$ cat config.mk
export PLATFORM = sky130hd
export DESIGN_NAME = serdes_lane_sync
export DESIGN_NICKNAME = d
export VERILOG_FILES = /design/src/lane_sync_fsm.v /design/src/serdes_lane_sync.v
export VERILOG_INCLUDE_DIRS = /design/src /design/src/pkg
export SDC_FILE = /design/constraint.sdc
export NUM_CORES = 1
export LEC_CHECK = 0
export BUFFER_PORTS_ARGS = -buffer_cell sky130_fd_sc_hd__buf_2
export CAP_MARGIN = 25
export CORE_MARGIN = 8
export CORE_UTILIZATION = 55
export CTS_CLUSTER_SIZE = 30
export DETAILED_ROUTE_END_ITERATION = 8
export GPL_TIMING_DRIVEN = 1
export PLACE_DENSITY = 0.77
export SYNTH_ARGS = -nofsm -noshare
export SYNTH_HDL_FRONTEND = slang
export SYNTH_SLANG_ARGS = --single-unit
export TNS_END_PERCENT = 10
$ cat constraint.sdc
create_clock -name CLK_I -period 4.2 [get_ports CLK_I]
set_clock_uncertainty 0.1 [all_clocks]
set_input_delay 0.21 -clock CLK_I [delete_from_list [all_inputs] [get_ports CLK_I]]
set_output_delay 0.21 -clock CLK_I [all_outputs]
set_load 0.05 [all_outputs]
$ cat src/pkg/serdes_lane_sync_regs.vh
// Register indices, field positions, reset values and timing counts for lane sync
`ifndef SERDES_LANE_SYNC_REGS_VH
`define SERDES_LANE_SYNC_REGS_VH

// Register indices; byte address is four times the index
`define IDX_GLOBAL_A 18'h30005
`define IDX_GLOBAL_B 18'h30105
`define IDX_BSYNC_A 18'h30800
`define IDX_BSYNC_B 18'h30900
`define IDX_LOOP_A 18'h30801
`define IDX_LOOP_B 18'h30901
`define IDX_ALIGN_EN_A 18'h30810
`define IDX_ALIGN_EN_B 18'h30910
`define IDX_MODE_A 18'h30811
`define IDX_MODE_B 18'h30911
`define IDX_LANE0_BASE 18'h30020
`define IDX_LANE1_BASE 18'h30030
`define IDX_LANE2_BASE 18'h30120
`define IDX_LANE3_BASE 18'h30130
`define OFS_STATUS 18'h00000
`define OFS_TXCFG 18'h00002
`define OFS_RXCFG 18'h00003

// Field positions
`define BIT_SOFT_RESET 2
`define BIT_HALF_RATE 0
`define BIT_CODEC_EN 1
`define BIT_FC_LINK 2
`define ST_PLL_LOCK 0
`define ST_SYNC_LOST 1
`define ST_COMMA_TO 2
`define ST_SYNCED 3
`define BSYNC_LOCK_BASE 4
`define ALIGN_EN_STROBE_BASE 0
`define FIRST_LANE_CHANNEL 2

// Reset values
`define GLOBAL_RST 8'h22
`define CTRL_RST 8'h00
`define STICKY_RST 1'b1

// Alignment mode codes and their decoded form
`define MODE_NONE 8'h00
`define MODE_TWIN 8'h0a
`define MODE_QUAD 8'h0f
`define ALN_NONE 2'h0
`define ALN_TWIN 2'h1
`define ALN_QUAD 2'h2

// Comma pattern with bit a in the lowest position
`define COMMA_POS 7'h7c
`define COMMA_NEG 7'h03

// Timing
`define CLK_FREQ_HZ 10000000
`define READY_TIME_US 3000
`define READY_CYC (`READY_TIME_US * (`CLK_FREQ_HZ / 1000000))
`define COMMA_TIMER_CYC 2048

// Lane sync acquisition and hysteresis
`define ACQ_COMMAS 3'h4
`define SYNC_ERR_MAX 2'h3
`define GOOD_RUN 2'h3

`endif

$ cat src/lane_sync_fsm.v
// Per-lane code-group checker, comma timer and synchronisation state machine
`timescale 1ns/1ns
`include "serdes_lane_sync_regs.vh"

module lane_sync_fsm #(
    parameter TIMER_CYC = `COMMA_TIMER_CYC,
    parameter TIMER_W = 12
) (
    input wire clk_i,
    input wire rst_i,
    input wire ce_i,
    input wire [9:0] group_i,
    input wire valid_i,
    output reg [9:0] group_o,
    output reg valid_o,
    output reg special_o,
    output reg comma_o,
    output reg good_o,
    output reg bad_o,
    output reg synced_o,
    output reg timeout_o,
    output reg lost_o
);

localparam ST_UNSYNC = 2'h0;
localparam ST_ACQ = 2'h1;
localparam ST_CONFIRM = 2'h2;
localparam ST_SYNC = 2'h3;
localparam integer TIMER_END = TIMER_CYC - 1;
localparam [TIMER_W-1:0] TIMER_LAST = TIMER_END[TIMER_W-1:0];

// Bit a moved to the top so the code table reads as printed
wire [9:0] g = {group_i[0], group_i[1], group_i[2], group_i[3], group_i[4],
                group_i[5], group_i[6], group_i[7], group_i[8], group_i[9]};

reg [1:0] state_ff;
reg [1:0] nxt_state;
reg [2:0] acq_cnt_ff;
reg [2:0] nxt_acq_cnt;
reg [1:0] err_cnt_ff;
reg [1:0] nxt_err_cnt;
reg [1:0] good_cnt_ff;
reg [1:0] nxt_good_cnt;
reg rd_ff;
reg nxt_rd;
reg [TIMER_W-1:0] timer_ff;
reg [2:0] ones6;
reg [2:0] ones4;
reg rd_mid;
reg rd_err;
reg is_special;
reg lost;
integer i;

////////////////////////////////////////////////////////////////////////////////
// twelve special characters
always @* begin
    case (g)
        10'h0f4, 10'h30b, 10'h0f9, 10'h306, 10'h0f5, 10'h30a,
        10'h0f3, 10'h30c, 10'h0f2, 10'h30d, 10'h0fa, 10'h305,
        10'h0f6, 10'h309, 10'h0f8, 10'h307, 10'h3a8, 10'h057,
        10'h368, 10'h097, 10'h2e8, 10'h117, 10'h1e8, 10'h217: is_special = 1'b1;
        default: is_special = 1'b0;
    endcase
end

always @* begin
    ones6 = 3'h0;
    ones4 = 3'h0;
    for (i = 4; i < 10; i = i + 1) begin
        ones6 = ones6 + {2'h0, g[i]};
    end
    for (i = 0; i < 4; i = i + 1) begin
        ones4 = ones4 + {2'h0, g[i]};
    end
    rd_err = 1'b0;
    rd_mid = rd_ff;
    if (ones6 == 3'h4) begin
        rd_err = rd_ff;
        rd_mid = 1'b1;
    end else if (ones6 == 3'h2) begin
        rd_err = ~rd_ff;
        rd_mid = 1'b0;
    end
    nxt_rd = rd_mid;
    if (ones4 == 3'h3) begin
        rd_err = rd_err | rd_mid;
        nxt_rd = 1'b1;
    end else if (ones4 == 3'h1) begin
        rd_err = rd_err | ~rd_mid;
        nxt_rd = 1'b0;
    end
end

wire weight_ok = (ones6 >= 3'h2) && (ones6 <= 3'h4) && (ones4 >= 3'h1) && (ones4 <= 3'h3);
wire good = weight_ok & ~rd_err;
// comma only in a good group
wire comma = good & is_special & ((group_i[6:0] == `COMMA_POS) | (group_i[6:0] == `COMMA_NEG));

////////////////////////////////////////////////////////////////////////////////
// acquisition count; error hysteresis
always @* begin
    nxt_state = state_ff;
    nxt_acq_cnt = acq_cnt_ff;
    nxt_err_cnt = err_cnt_ff;
    nxt_good_cnt = good_cnt_ff;
    lost = 1'b0;
    case (state_ff)
        ST_UNSYNC: begin
            if (comma) begin
                nxt_state = ST_ACQ;
                nxt_acq_cnt = 3'h1;
            end
        end
        ST_ACQ: begin
            if (!good) begin
                nxt_state = ST_UNSYNC;
            end else if (comma) begin
                nxt_acq_cnt = acq_cnt_ff + 3'h1;
                if (acq_cnt_ff == `ACQ_COMMAS - 3'h1) begin
                    nxt_state = ST_CONFIRM;
                end
            end
        end
        ST_CONFIRM: begin
            nxt_err_cnt = 2'h0;
            nxt_good_cnt = 2'h0;
            nxt_state = good ? ST_SYNC : ST_UNSYNC;
        end
        ST_SYNC: begin
            if (!good) begin
                nxt_good_cnt = 2'h0;
                if (err_cnt_ff == `SYNC_ERR_MAX) begin
                    nxt_state = ST_UNSYNC;
                    lost = 1'b1;
                end else begin
                    nxt_err_cnt = err_cnt_ff + 2'h1;
                end
            end else if (err_cnt_ff != 2'h0) begin
                if (good_cnt_ff == `GOOD_RUN) begin
                    nxt_err_cnt = err_cnt_ff - 2'h1;
                    nxt_good_cnt = 2'h0;
                end else begin
                    nxt_good_cnt = good_cnt_ff + 2'h1;
                end
            end
        end
        default: nxt_state = ST_UNSYNC;
    endcase
end

////////////////////////////////////////////////////////////////////////////////
always @(posedge clk_i) begin
    if (rst_i) begin
        state_ff <= ST_UNSYNC;
        acq_cnt_ff <= 3'h0;
        err_cnt_ff <= 2'h0;
        good_cnt_ff <= 2'h0;
        rd_ff <= 1'b0;
        timer_ff <= {TIMER_W{1'b0}};
        group_o <= 10'h000;
        valid_o <= 1'b0;
        special_o <= 1'b0;
        comma_o <= 1'b0;
        good_o <= 1'b0;
        bad_o <= 1'b0;
        synced_o <= 1'b0;
        timeout_o <= 1'b0;
        lost_o <= 1'b0;
    end else if (ce_i) begin
        valid_o <= valid_i;
        timeout_o <= 1'b0;
        lost_o <= 1'b0;
        // Special flag only stands beside a valid group
        special_o <= 1'b0;
        comma_o <= 1'b0;
        good_o <= 1'b0;
        bad_o <= 1'b0;
        if (valid_i) begin
            state_ff <= nxt_state;
            acq_cnt_ff <= nxt_acq_cnt;
            err_cnt_ff <= nxt_err_cnt;
            good_cnt_ff <= nxt_good_cnt;
            rd_ff <= nxt_rd;
            group_o <= group_i;
            special_o <= is_special;
            comma_o <= comma;
            good_o <= good;
            // Wrong disparity counts as bad as well as an invalid group
            bad_o <= ~good;
            synced_o <= (nxt_state == ST_SYNC);
            lost_o <= lost;
            if (comma) begin
                timer_ff <= {TIMER_W{1'b0}};
            end else if (timer_ff == TIMER_LAST) begin
                timer_ff <= {TIMER_W{1'b0}};
                timeout_o <= 1'b1;
            end else begin
                timer_ff <= timer_ff + {{(TIMER_W-1){1'b0}}, 1'b1};
            end
        end
    end
end

endmodule

$ cat src/serdes_lane_sync.v
// Four-lane receive alignment, lane synchronisation and configuration registers
`timescale 1ns/1ns
`include "serdes_lane_sync_regs.vh"

module serdes_lane_sync #(
    parameter READY_CYCLES = `READY_CYC,
    parameter RDY_W = 16,
    parameter COMMA_TIMER_CYC = `COMMA_TIMER_CYC,
    parameter TIMER_W = 12
) (
    input wire CLK_I,
    input wire RST_I,
    input wire CE_I,
    input wire [19:0] AVS_ADDRESS_I,
    input wire AVS_READ_I,
    input wire AVS_WRITE_I,
    input wire [31:0] AVS_WRITEDATA_I,
    input wire [3:0] AVS_BYTEENABLE_I,
    output reg [31:0] AVS_READDATA_O,
    output reg AVS_WAITREQUEST_O,
    input wire [39:0] RX_DATA_I,
    input wire [3:0] RX_VALID_I,
    input wire [3:0] PLL_LOCK_I,
    output wire [39:0] ALIGNED_DATA_O,
    output wire [3:0] ALIGNED_VALID_O,
    output wire [3:0] ALIGNED_K_O,
    output wire [3:0] LANE_SYNCED_O,
    output wire [3:0] RX_LOCK_TO_DATA_O,
    output wire [3:0] SERIAL_LOOPBACK_O,
    output wire [3:0] TX_HALF_RATE_O,
    output wire [3:0] TX_ENCODE_O,
    output wire [3:0] RX_HALF_RATE_O,
    output wire [3:0] FC_LINK_EN_O,
    output reg [3:0] ALIGN_MODE_O,
    output reg [1:0] ALIGN_FIFO_EN_O,
    output reg DEVICE_READY_O
);

localparam NL = 4;
localparam integer RDY_END = READY_CYCLES - 1;
localparam [RDY_W-1:0] RDY_LAST = RDY_END[RDY_W-1:0];

function [17:0] lane_base;
    input integer l;
    begin
        case (l)
            0: lane_base = `IDX_LANE0_BASE;
            1: lane_base = `IDX_LANE1_BASE;
            2: lane_base = `IDX_LANE2_BASE;
            default: lane_base = `IDX_LANE3_BASE;
        endcase
    end
endfunction

reg [7:0] global_ff [0:1];
reg [7:0] bsync_ff [0:1];
reg [7:0] loop_ff [0:1];
reg [7:0] algen_ff [0:1];
reg [7:0] mode_ff [0:1];
reg [7:0] txcfg_ff [0:NL-1];
reg [7:0] rxcfg_ff [0:NL-1];
reg [RDY_W-1:0] rdy_cnt_ff;
reg [7:0] rd_val;
reg [NL-1:0] rc_stb;
reg [1:0] nxt_mode0;
reg [1:0] nxt_mode1;
wire [8*NL-1:0] lane_stat;
integer k;
integer j;

////////////////////////////////////////////////////////////////////////////////
// Avalon-MM slave: one wait cycle, then a single accept cycle
wire [17:0] idx = AVS_ADDRESS_I[19:2];
wire word_ok = (AVS_ADDRESS_I[1:0] == 2'h0);
wire req = AVS_READ_I | AVS_WRITE_I;
wire accept = req & ~AVS_WAITREQUEST_O;
wire wr_en = accept & AVS_WRITE_I & word_ok & AVS_BYTEENABLE_I[0];
wire rd_acc = accept & AVS_READ_I & word_ok;

always @(posedge CLK_I) begin
    if (RST_I) begin
        AVS_WAITREQUEST_O <= 1'b1;
        AVS_READDATA_O <= 32'h00000000;
    end else if (CE_I) begin
        AVS_WAITREQUEST_O <= ~(req & AVS_WAITREQUEST_O);
        // Data captured a cycle early so it stands on the accept edge
        if (AVS_READ_I & AVS_WAITREQUEST_O) begin
            AVS_READDATA_O <= {24'h000000, rd_val};
        end
    end
end

always @* begin
    rd_val = 8'h00;
    rc_stb = {NL{1'b0}};
    if (word_ok) begin
        case (idx)
            `IDX_GLOBAL_A: rd_val = global_ff[0];
            `IDX_GLOBAL_B: rd_val = global_ff[1];
            `IDX_BSYNC_A: rd_val = bsync_ff[0];
            `IDX_BSYNC_B: rd_val = bsync_ff[1];
            `IDX_LOOP_A: rd_val = loop_ff[0];
            `IDX_LOOP_B: rd_val = loop_ff[1];
            `IDX_ALIGN_EN_A: rd_val = algen_ff[0];
            `IDX_ALIGN_EN_B: rd_val = algen_ff[1];
            `IDX_MODE_A: rd_val = mode_ff[0];
            `IDX_MODE_B: rd_val = mode_ff[1];
            default: rd_val = 8'h00;
        endcase
        for (j = 0; j < NL; j = j + 1) begin
            if (idx == lane_base(j) + `OFS_STATUS) begin
                rd_val = lane_stat[8*j +: 8];
                // sticky lost and timeout bits cleared by the accepted read
                rc_stb[j] = rd_acc;
            end
            if (idx == lane_base(j) + `OFS_TXCFG) begin
                rd_val = txcfg_ff[j];
            end
            if (idx == lane_base(j) + `OFS_RXCFG) begin
                rd_val = rxcfg_ff[j];
            end
        end
    end
end

////////////////////////////////////////////////////////////////////////////////
// Configuration registers; unmapped writes are dropped
always @(posedge CLK_I) begin
    if (RST_I) begin
        for (k = 0; k < 2; k = k + 1) begin
            global_ff[k] <= `GLOBAL_RST;
            bsync_ff[k] <= `CTRL_RST;
            loop_ff[k] <= `CTRL_RST;
            algen_ff[k] <= `CTRL_RST;
            mode_ff[k] <= `MODE_NONE;
        end
        for (k = 0; k < NL; k = k + 1) begin
            txcfg_ff[k] <= `CTRL_RST;
            rxcfg_ff[k] <= `CTRL_RST;
        end
    end else if (CE_I && wr_en) begin
        case (idx)
            `IDX_GLOBAL_A: global_ff[0] <= AVS_WRITEDATA_I[7:0];
            `IDX_GLOBAL_B: global_ff[1] <= AVS_WRITEDATA_I[7:0];
            // byte aligner enabled from here; loop_ff and algen_ff writes also steer it
            `IDX_BSYNC_A: bsync_ff[0] <= AVS_WRITEDATA_I[7:0];
            `IDX_BSYNC_B: bsync_ff[1] <= AVS_WRITEDATA_I[7:0];
            `IDX_LOOP_A: loop_ff[0] <= AVS_WRITEDATA_I[7:0];
            `IDX_LOOP_B: loop_ff[1] <= AVS_WRITEDATA_I[7:0];
            `IDX_ALIGN_EN_A: algen_ff[0] <= AVS_WRITEDATA_I[7:0];
            `IDX_ALIGN_EN_B: algen_ff[1] <= AVS_WRITEDATA_I[7:0];
            `IDX_MODE_A: mode_ff[0] <= AVS_WRITEDATA_I[7:0];
            `IDX_MODE_B: mode_ff[1] <= AVS_WRITEDATA_I[7:0];
            default: ;
        endcase
        for (k = 0; k < NL; k = k + 1) begin
            if (idx == lane_base(k) + `OFS_TXCFG) begin
                txcfg_ff[k] <= AVS_WRITEDATA_I[7:0];
            end
            if (idx == lane_base(k) + `OFS_RXCFG) begin
                rxcfg_ff[k] <= AVS_WRITEDATA_I[7:0];
            end
        end
    end
end

////////////////////////////////////////////////////////////////////////////////
// Alignment mode decode; unknown codes fall back to bypass
always @* begin
    case (mode_ff[0])
        `MODE_TWIN: nxt_mode0 = `ALN_TWIN;
        `MODE_QUAD: nxt_mode0 = `ALN_QUAD;
        default: nxt_mode0 = `ALN_NONE;
    endcase
    case (mode_ff[1])
        `MODE_TWIN: nxt_mode1 = `ALN_TWIN;
        `MODE_QUAD: nxt_mode1 = `ALN_QUAD;
        default: nxt_mode1 = `ALN_NONE;
    endcase
end

always @(posedge CLK_I) begin
    if (RST_I) begin
        ALIGN_MODE_O <= {`ALN_NONE, `ALN_NONE};
        ALIGN_FIFO_EN_O <= 2'h0;
        rdy_cnt_ff <= {RDY_W{1'b0}};
        DEVICE_READY_O <= 1'b0;
    end else if (CE_I) begin
        ALIGN_MODE_O <= {nxt_mode1, nxt_mode0};
        ALIGN_FIFO_EN_O <= {nxt_mode1 != `ALN_NONE, nxt_mode0 != `ALN_NONE};
        if (!DEVICE_READY_O) begin
            if (rdy_cnt_ff == RDY_LAST) begin
                DEVICE_READY_O <= 1'b1;
            end else begin
                rdy_cnt_ff <= rdy_cnt_ff + {{(RDY_W-1){1'b0}}, 1'b1};
            end
        end
    end
end

////////////////////////////////////////////////////////////////////////////////
// Per-lane aligner, sync machine and status
genvar l;
genvar o;
generate
    for (l = 0; l < NL; l = l + 1) begin : g_lane
        localparam B = l / 2;
        localparam CH = `FIRST_LANE_CHANNEL + (l % 2);

        reg lock_meta_ff;
        reg lock_sync_ff;
        reg pll_flag_ff;
        reg [9:0] prev_ff;
        reg [3:0] offset_ff;
        reg [9:0] group_ff;
        reg gvalid_ff;
        reg strobe_d_ff;
        reg realign_pend_ff;
        reg lost_sticky_ff;
        reg to_sticky_ff;
        wire [9:0] hit;
        reg [3:0] hit_ofs;
        reg hit_any;
        integer h;
        wire [9:0] cur = RX_DATA_I[10*l +: 10];
        // bit a earliest: window[0] arrived first
        wire [19:0] window = {cur, prev_ff};
        wire [19:0] shifted = window >> offset_ff;
        wire byte_sync = bsync_ff[B][CH];
        wire lock_to_data = bsync_ff[B][`BSYNC_LOCK_BASE + CH];
        wire no_align = loop_ff[B][`BSYNC_LOCK_BASE + CH];
        wire strobe = algen_ff[B][`ALIGN_EN_STROBE_BASE + CH];
        wire lane_rst = RST_I | global_ff[B][`BIT_SOFT_RESET] | ~rxcfg_ff[l][`BIT_CODEC_EN];
        wire timeout;
        wire lost;
        wire synced;

        // comma search at every bit offset
        for (o = 0; o < 10; o = o + 1) begin : g_ofs
            assign hit[o] = (window[o +: 7] == `COMMA_POS) | (window[o +: 7] == `COMMA_NEG);
        end

        always @* begin
            hit_any = |hit;
            hit_ofs = 4'h0;
            for (h = 9; h >= 0; h = h - 1) begin
                if (hit[h]) begin
                    hit_ofs = h[3:0];
                end
            end
        end

        always @(posedge CLK_I) begin
            if (lane_rst) begin
                prev_ff <= 10'h000;
                offset_ff <= 4'h0;
                group_ff <= 10'h000;
                gvalid_ff <= 1'b0;
                realign_pend_ff <= 1'b0;
                strobe_d_ff <= 1'b0;
            end else if (CE_I) begin
                strobe_d_ff <= strobe;
                gvalid_ff <= RX_VALID_I[l];
                if (RX_VALID_I[l]) begin
                    prev_ff <= cur;
                    group_ff <= shifted[9:0];
                end
                // realign when enabled or after strobe edge
                if (RX_VALID_I[l] && hit_any && !no_align && (byte_sync || realign_pend_ff)) begin
                    offset_ff <= hit_ofs;
                    realign_pend_ff <= 1'b0;
                end else if (strobe && !strobe_d_ff) begin
                    realign_pend_ff <= 1'b1;
                end
            end
        end

        always @(posedge CLK_I) begin
            if (RST_I) begin
                lock_meta_ff <= 1'b0;
                lock_sync_ff <= 1'b0;
                pll_flag_ff <= 1'b0;
                lost_sticky_ff <= `STICKY_RST;
                to_sticky_ff <= `STICKY_RST;
            end else if (CE_I) begin
                lock_meta_ff <= PLL_LOCK_I[l];
                lock_sync_ff <= lock_meta_ff;
                // no lock reported while on reference
                pll_flag_ff <= lock_sync_ff & lock_to_data;
                // a new event outranks the read clear
                if (lost) begin
                    lost_sticky_ff <= 1'b1;
                end else if (rc_stb[l]) begin
                    lost_sticky_ff <= 1'b0;
                end
                if (timeout) begin
                    to_sticky_ff <= 1'b1;
                end else if (rc_stb[l]) begin
                    to_sticky_ff <= 1'b0;
                end
            end
        end

        assign lane_stat[8*l +: 8] = {4'h0, synced, to_sticky_ff, lost_sticky_ff, pll_flag_ff};

        lane_sync_fsm #(
            .TIMER_CYC(COMMA_TIMER_CYC),
            .TIMER_W(TIMER_W)
        ) u_fsm (
            .clk_i(CLK_I),
            .rst_i(lane_rst),
            .ce_i(CE_I),
            .group_i(group_ff),
            .valid_i(gvalid_ff),
            .group_o(ALIGNED_DATA_O[10*l +: 10]),
            .valid_o(ALIGNED_VALID_O[l]),
            .special_o(ALIGNED_K_O[l]),
            .comma_o(),
            .good_o(),
            .bad_o(),
            .synced_o(synced),
            .timeout_o(timeout),
            .lost_o(lost)
        );

        assign LANE_SYNCED_O[l] = synced;
        assign RX_LOCK_TO_DATA_O[l] = bsync_ff[B][`BSYNC_LOCK_BASE + CH];
        assign SERIAL_LOOPBACK_O[l] = loop_ff[B][CH];
        assign TX_HALF_RATE_O[l] = txcfg_ff[l][`BIT_HALF_RATE];
        assign TX_ENCODE_O[l] = txcfg_ff[l][`BIT_CODEC_EN];
        assign RX_HALF_RATE_O[l] = rxcfg_ff[l][`BIT_HALF_RATE];
        assign FC_LINK_EN_O[l] = rxcfg_ff[l][`BIT_FC_LINK];
    end
endgenerate

endmodule

==> metrics.txt <==
clk slew on worst S/H paths 0.06 ns; CP peak stage delay 0.50 ns; post-synthesis mux area share 0.0754; status finished, final reports clean; sequential share of the synthesized area 0.390; fillers 4053; worst hold path class input port to register; Power per Cell Area 325 nW/um^2; CP Class register to register; Die ar. 56200 um^2; DP Cell Count 3710; Synth Cell Area 26900 um^2; Tot GR Track Use 0.265; Tot Pwr 0.00978 W; critical-path cell list inv_1 -> ha_1 -> inv_1 -> fa_1 -> fa_1 -> inv_1 -> fa_1 -> nor4bb_4 -> a32oi_1 -> o31ai_2 -> and2_4 -> a21oi_1 -> and4b_1 -> a31o_2; vias in the first global route 23255; vias per inst 6.39; post-synthesis adder-cell area fraction 0.0384; Slew headroom 0.333; Core Box Area 48500 um^2; Final Util 0.621; worst slew pin tran 0.988 ns; Synth Area in XOR/XNOR 0.00847; Peak Freq 249 MHz; die height 237 um; R2R Path Start g_lane[3].group_ff[5]$_SDFFE_PP0P_; Setup crit end kind register; largest family of logic cells by synthesized area simple AND/OR/NAND/NOR gates; crit-path leading delay family adder cells; RSZ-0062 raised after global routing true; Synth cell types 94; largest net degree at the start of global routing 40; Post-Synthesis Cells 3131; DRT iter0 DRCs 2595; CTS tree built; Final Max Slew Viols 0; DRT Pass-1 Iters 6; FF-to-FF End g_lane[3].u_fsm.timer_ff[4]$_SDFFE_PP0P_; Peak supply drop 292 uV; hold path cells 5; Final Hold Fails 0; reg2reg path depth 14; clk sinks 452; Bufs and invs on worst path 3; Ys Warns 0; CTS Buf Count 51; routability congestion estimate 0.998; #FFs+latches synth 452; Via Count 24704; number of remaining DRC errors 0; drt wl/cell 20.2 um; Hold Crit Endpoint g_lane[1].group_ff[2]$_SDFFE_PP0P_; Post-synth EDFFs 144; Die X 237 um; drt total wl 78.2 mm; # setup viols final 0; Synth async-reset ratio 0; period utilization 0.955; Synth Area in Simple Gates 0.245; Final Net Count 3383; slowest CP cell fa_1; Max-Cap Viols 0; first-pass GRT wire length 124 mm; Worst Setup SP g_lane[3].group_ff[5]$_SDFFE_PP0P_; WP data required 4.59 ns; Leak 11.0 nW; I/O Pins 225; Synth Area in Compound Gates 0.176; clock latency at the later pin of the worst-skew pair 0.60 ns; number of antenna violations at the first check in global routing 2; Antenna Nets Post-Route 0; share of the synthesized area in the top cell type 0.229; Bufs on Longest Clock Path 3; Top FF cell, synth dfxtp_1; HPWL after detailed placement 54.5 mm; GRT overflow 0; proportion of layout cells with a drive suffix above 1 0.141; row count 81; Port Buf Inserts 173; initial core utilization 0.554; Area growth syn-to-layout 12.1%; Arrival @ worst endpoint 4.40 ns; post-synthesis area per instance 8.59 um^2; setup tns final 0 ns; Finished Layout Cells 3867; clk root buf clkbuf_16; Final min period 4.01 ns; Reg2Reg Setup Slack 0.19 ns; startpoint class of the critical path register; CTS H-tree depth 2; synth top area cells dfxtp_1 (23%), edfxtp_1 (16%), nand2_1 (6.1%); Worst Hold Launch RX_VALID_I[1]; Yosys top cell by area dfxtp_1; CP max FO 11
==> power by group <==
group / total (W) / internal, W / leakage (nW) / switching (W)
logic: 0.000582 / 0.000170 / 6.18 / 0.000412
registers: 0.00462 / 0.00457 / 3.93 / 0.0000575
clock network: 0.00457 / 0.00268 / 0.838 / 0.00189
total: 0.00978 / 0.00742 / 11.0 / 0.00236
==> cells by family after synthesis <==
| family | Yosys count |
|---|---|
| AND/OR/NAND/NOR | 1317 |
| XOR/XNOR | 26 |
| AO/OA/AOI/OAI | 716 |
| multiplexers | 141 |
| other | 1 |
| buffers and inverters | 405 |
| adder cells (fa/ha/maj) | 73 |
| flip-flops | 452 |
==> worst max-delay path by stage <==
stage / cells past startpoint / slack, ns / endpoint
global route: 16 / -0.03 / g_lane[0].u_fsm.err_cnt_ff[0]$_SDFFE_PP0P_
global placement: 14 / 0.12 / g_lane[3].u_fsm.timer_ff[4]$_SDFFE_PP0P_
detailed placement: 14 / -0.07 / g_lane[3].u_fsm.timer_ff[4]$_SDFFE_PP0P_
floorplan: 18 / 0.09 / g_lane[1].u_fsm.acq_cnt_ff[0]$_SDFFE_PP0P_
finish: 14 / 0.19 / g_lane[3].u_fsm.timer_ff[4]$_SDFFE_PP0P_
CTS: 14 / 0.03 / g_lane[2].u_fsm.acq_cnt_ff[0]$_SDFFE_PP0P_
==> repair_timing <==
action | in CTS | in global routing
hold buffers | 54 | 0
pin swaps | 0 | 7
resized for setup | 4 | 24
buffers inserted | 0 | 2
endpoints found under the setup margin | 21 | 69
endpoints found under the hold margin | 53 | 0
==> state kept, by name (all words and copies together), names as in the netlist, 12 cells and up <==
register                 count
global_ff                   16
rxcfg_ff                    32
g_lane.u_fsm.group_o        40
g_lane.offset_ff            16
txcfg_ff                    32
g_lane.prev_ff              40
g_lane.group_ff             40
loop_ff                     16
g_lane.u_fsm.timer_ff       48
mode_ff                     16
rdy_cnt_ff                  16
algen_ff                    16
bsync_ff                    16
g_lane.u_fsm.acq_cnt_ff     12
==> metrics by stage <==
stage	area [um^2]	hold WS (ns)	worst slack (ns)
floorplan	27000	0.246	0.0876
CTS	29900	0.0111	0.0330
detailed placement	27700	0.345	-0.0668
finish	30100	0.0386	0.191
global route	30100	0.0480	-0.0255
global placement	27700	0.339	0.120
==> placed cells by master (no fill, tap or decap), drive strengths merged, types with 62 or more instances in the layout <==
cell / instances
nand2: 436
nor3: 83
mux2i: 73
dfxtp: 308
nor2: 260
o21ai: 85
inv: 117
a21oi: 254
and3: 123
clkbuf: 69
and2: 62
nand3: 91
edfxtp: 144
buf: 229
==> cell type report <==
cell class	instances	area, um^2	share of cell area
sequential	452	10500	0.348
multi-input combinational	2297	14900	0.493
timing repair buffer	285	1880	0.0623
tap	622	778	0.0258
antenna	1	2.50	0.0000831
clock buffer	67	1380	0.0456
inverter	114	428	0.0142
clock inverter	29	318	0.0106
==> routing by layer <==
metal	track usage	vias up	wire length (um)
li1	-	11508	-
met1	0.360	11797	32600
met2	0.426	1202	35800
met3	0.0442	197	7180
met4	0.0897	0	2680
met5	0	-	0
==> cells in the mapped netlist (all sizes together) (57+ instances only) <==
master / number
nand2: 436
dfxtp: 308
nor2: 260
a21oi: 254
clkbuf: 203
edfxtp: 144
and3: 123
inv: 112
nand3: 91
buf: 88
o21ai: 85
nor3: 83
mux2i: 73
and2: 62
ha: 57
==> worst reg2reg max path: cells and delay by family, from the launching register on <==
family	cells	cell delay (ns)
fa+ha+maj	4	1.62
simple gates	3	0.88
compound gates	4	0.69
flops	1	0.40
buf+inv	3	0.21
Power figures use the tool's default switching activity.
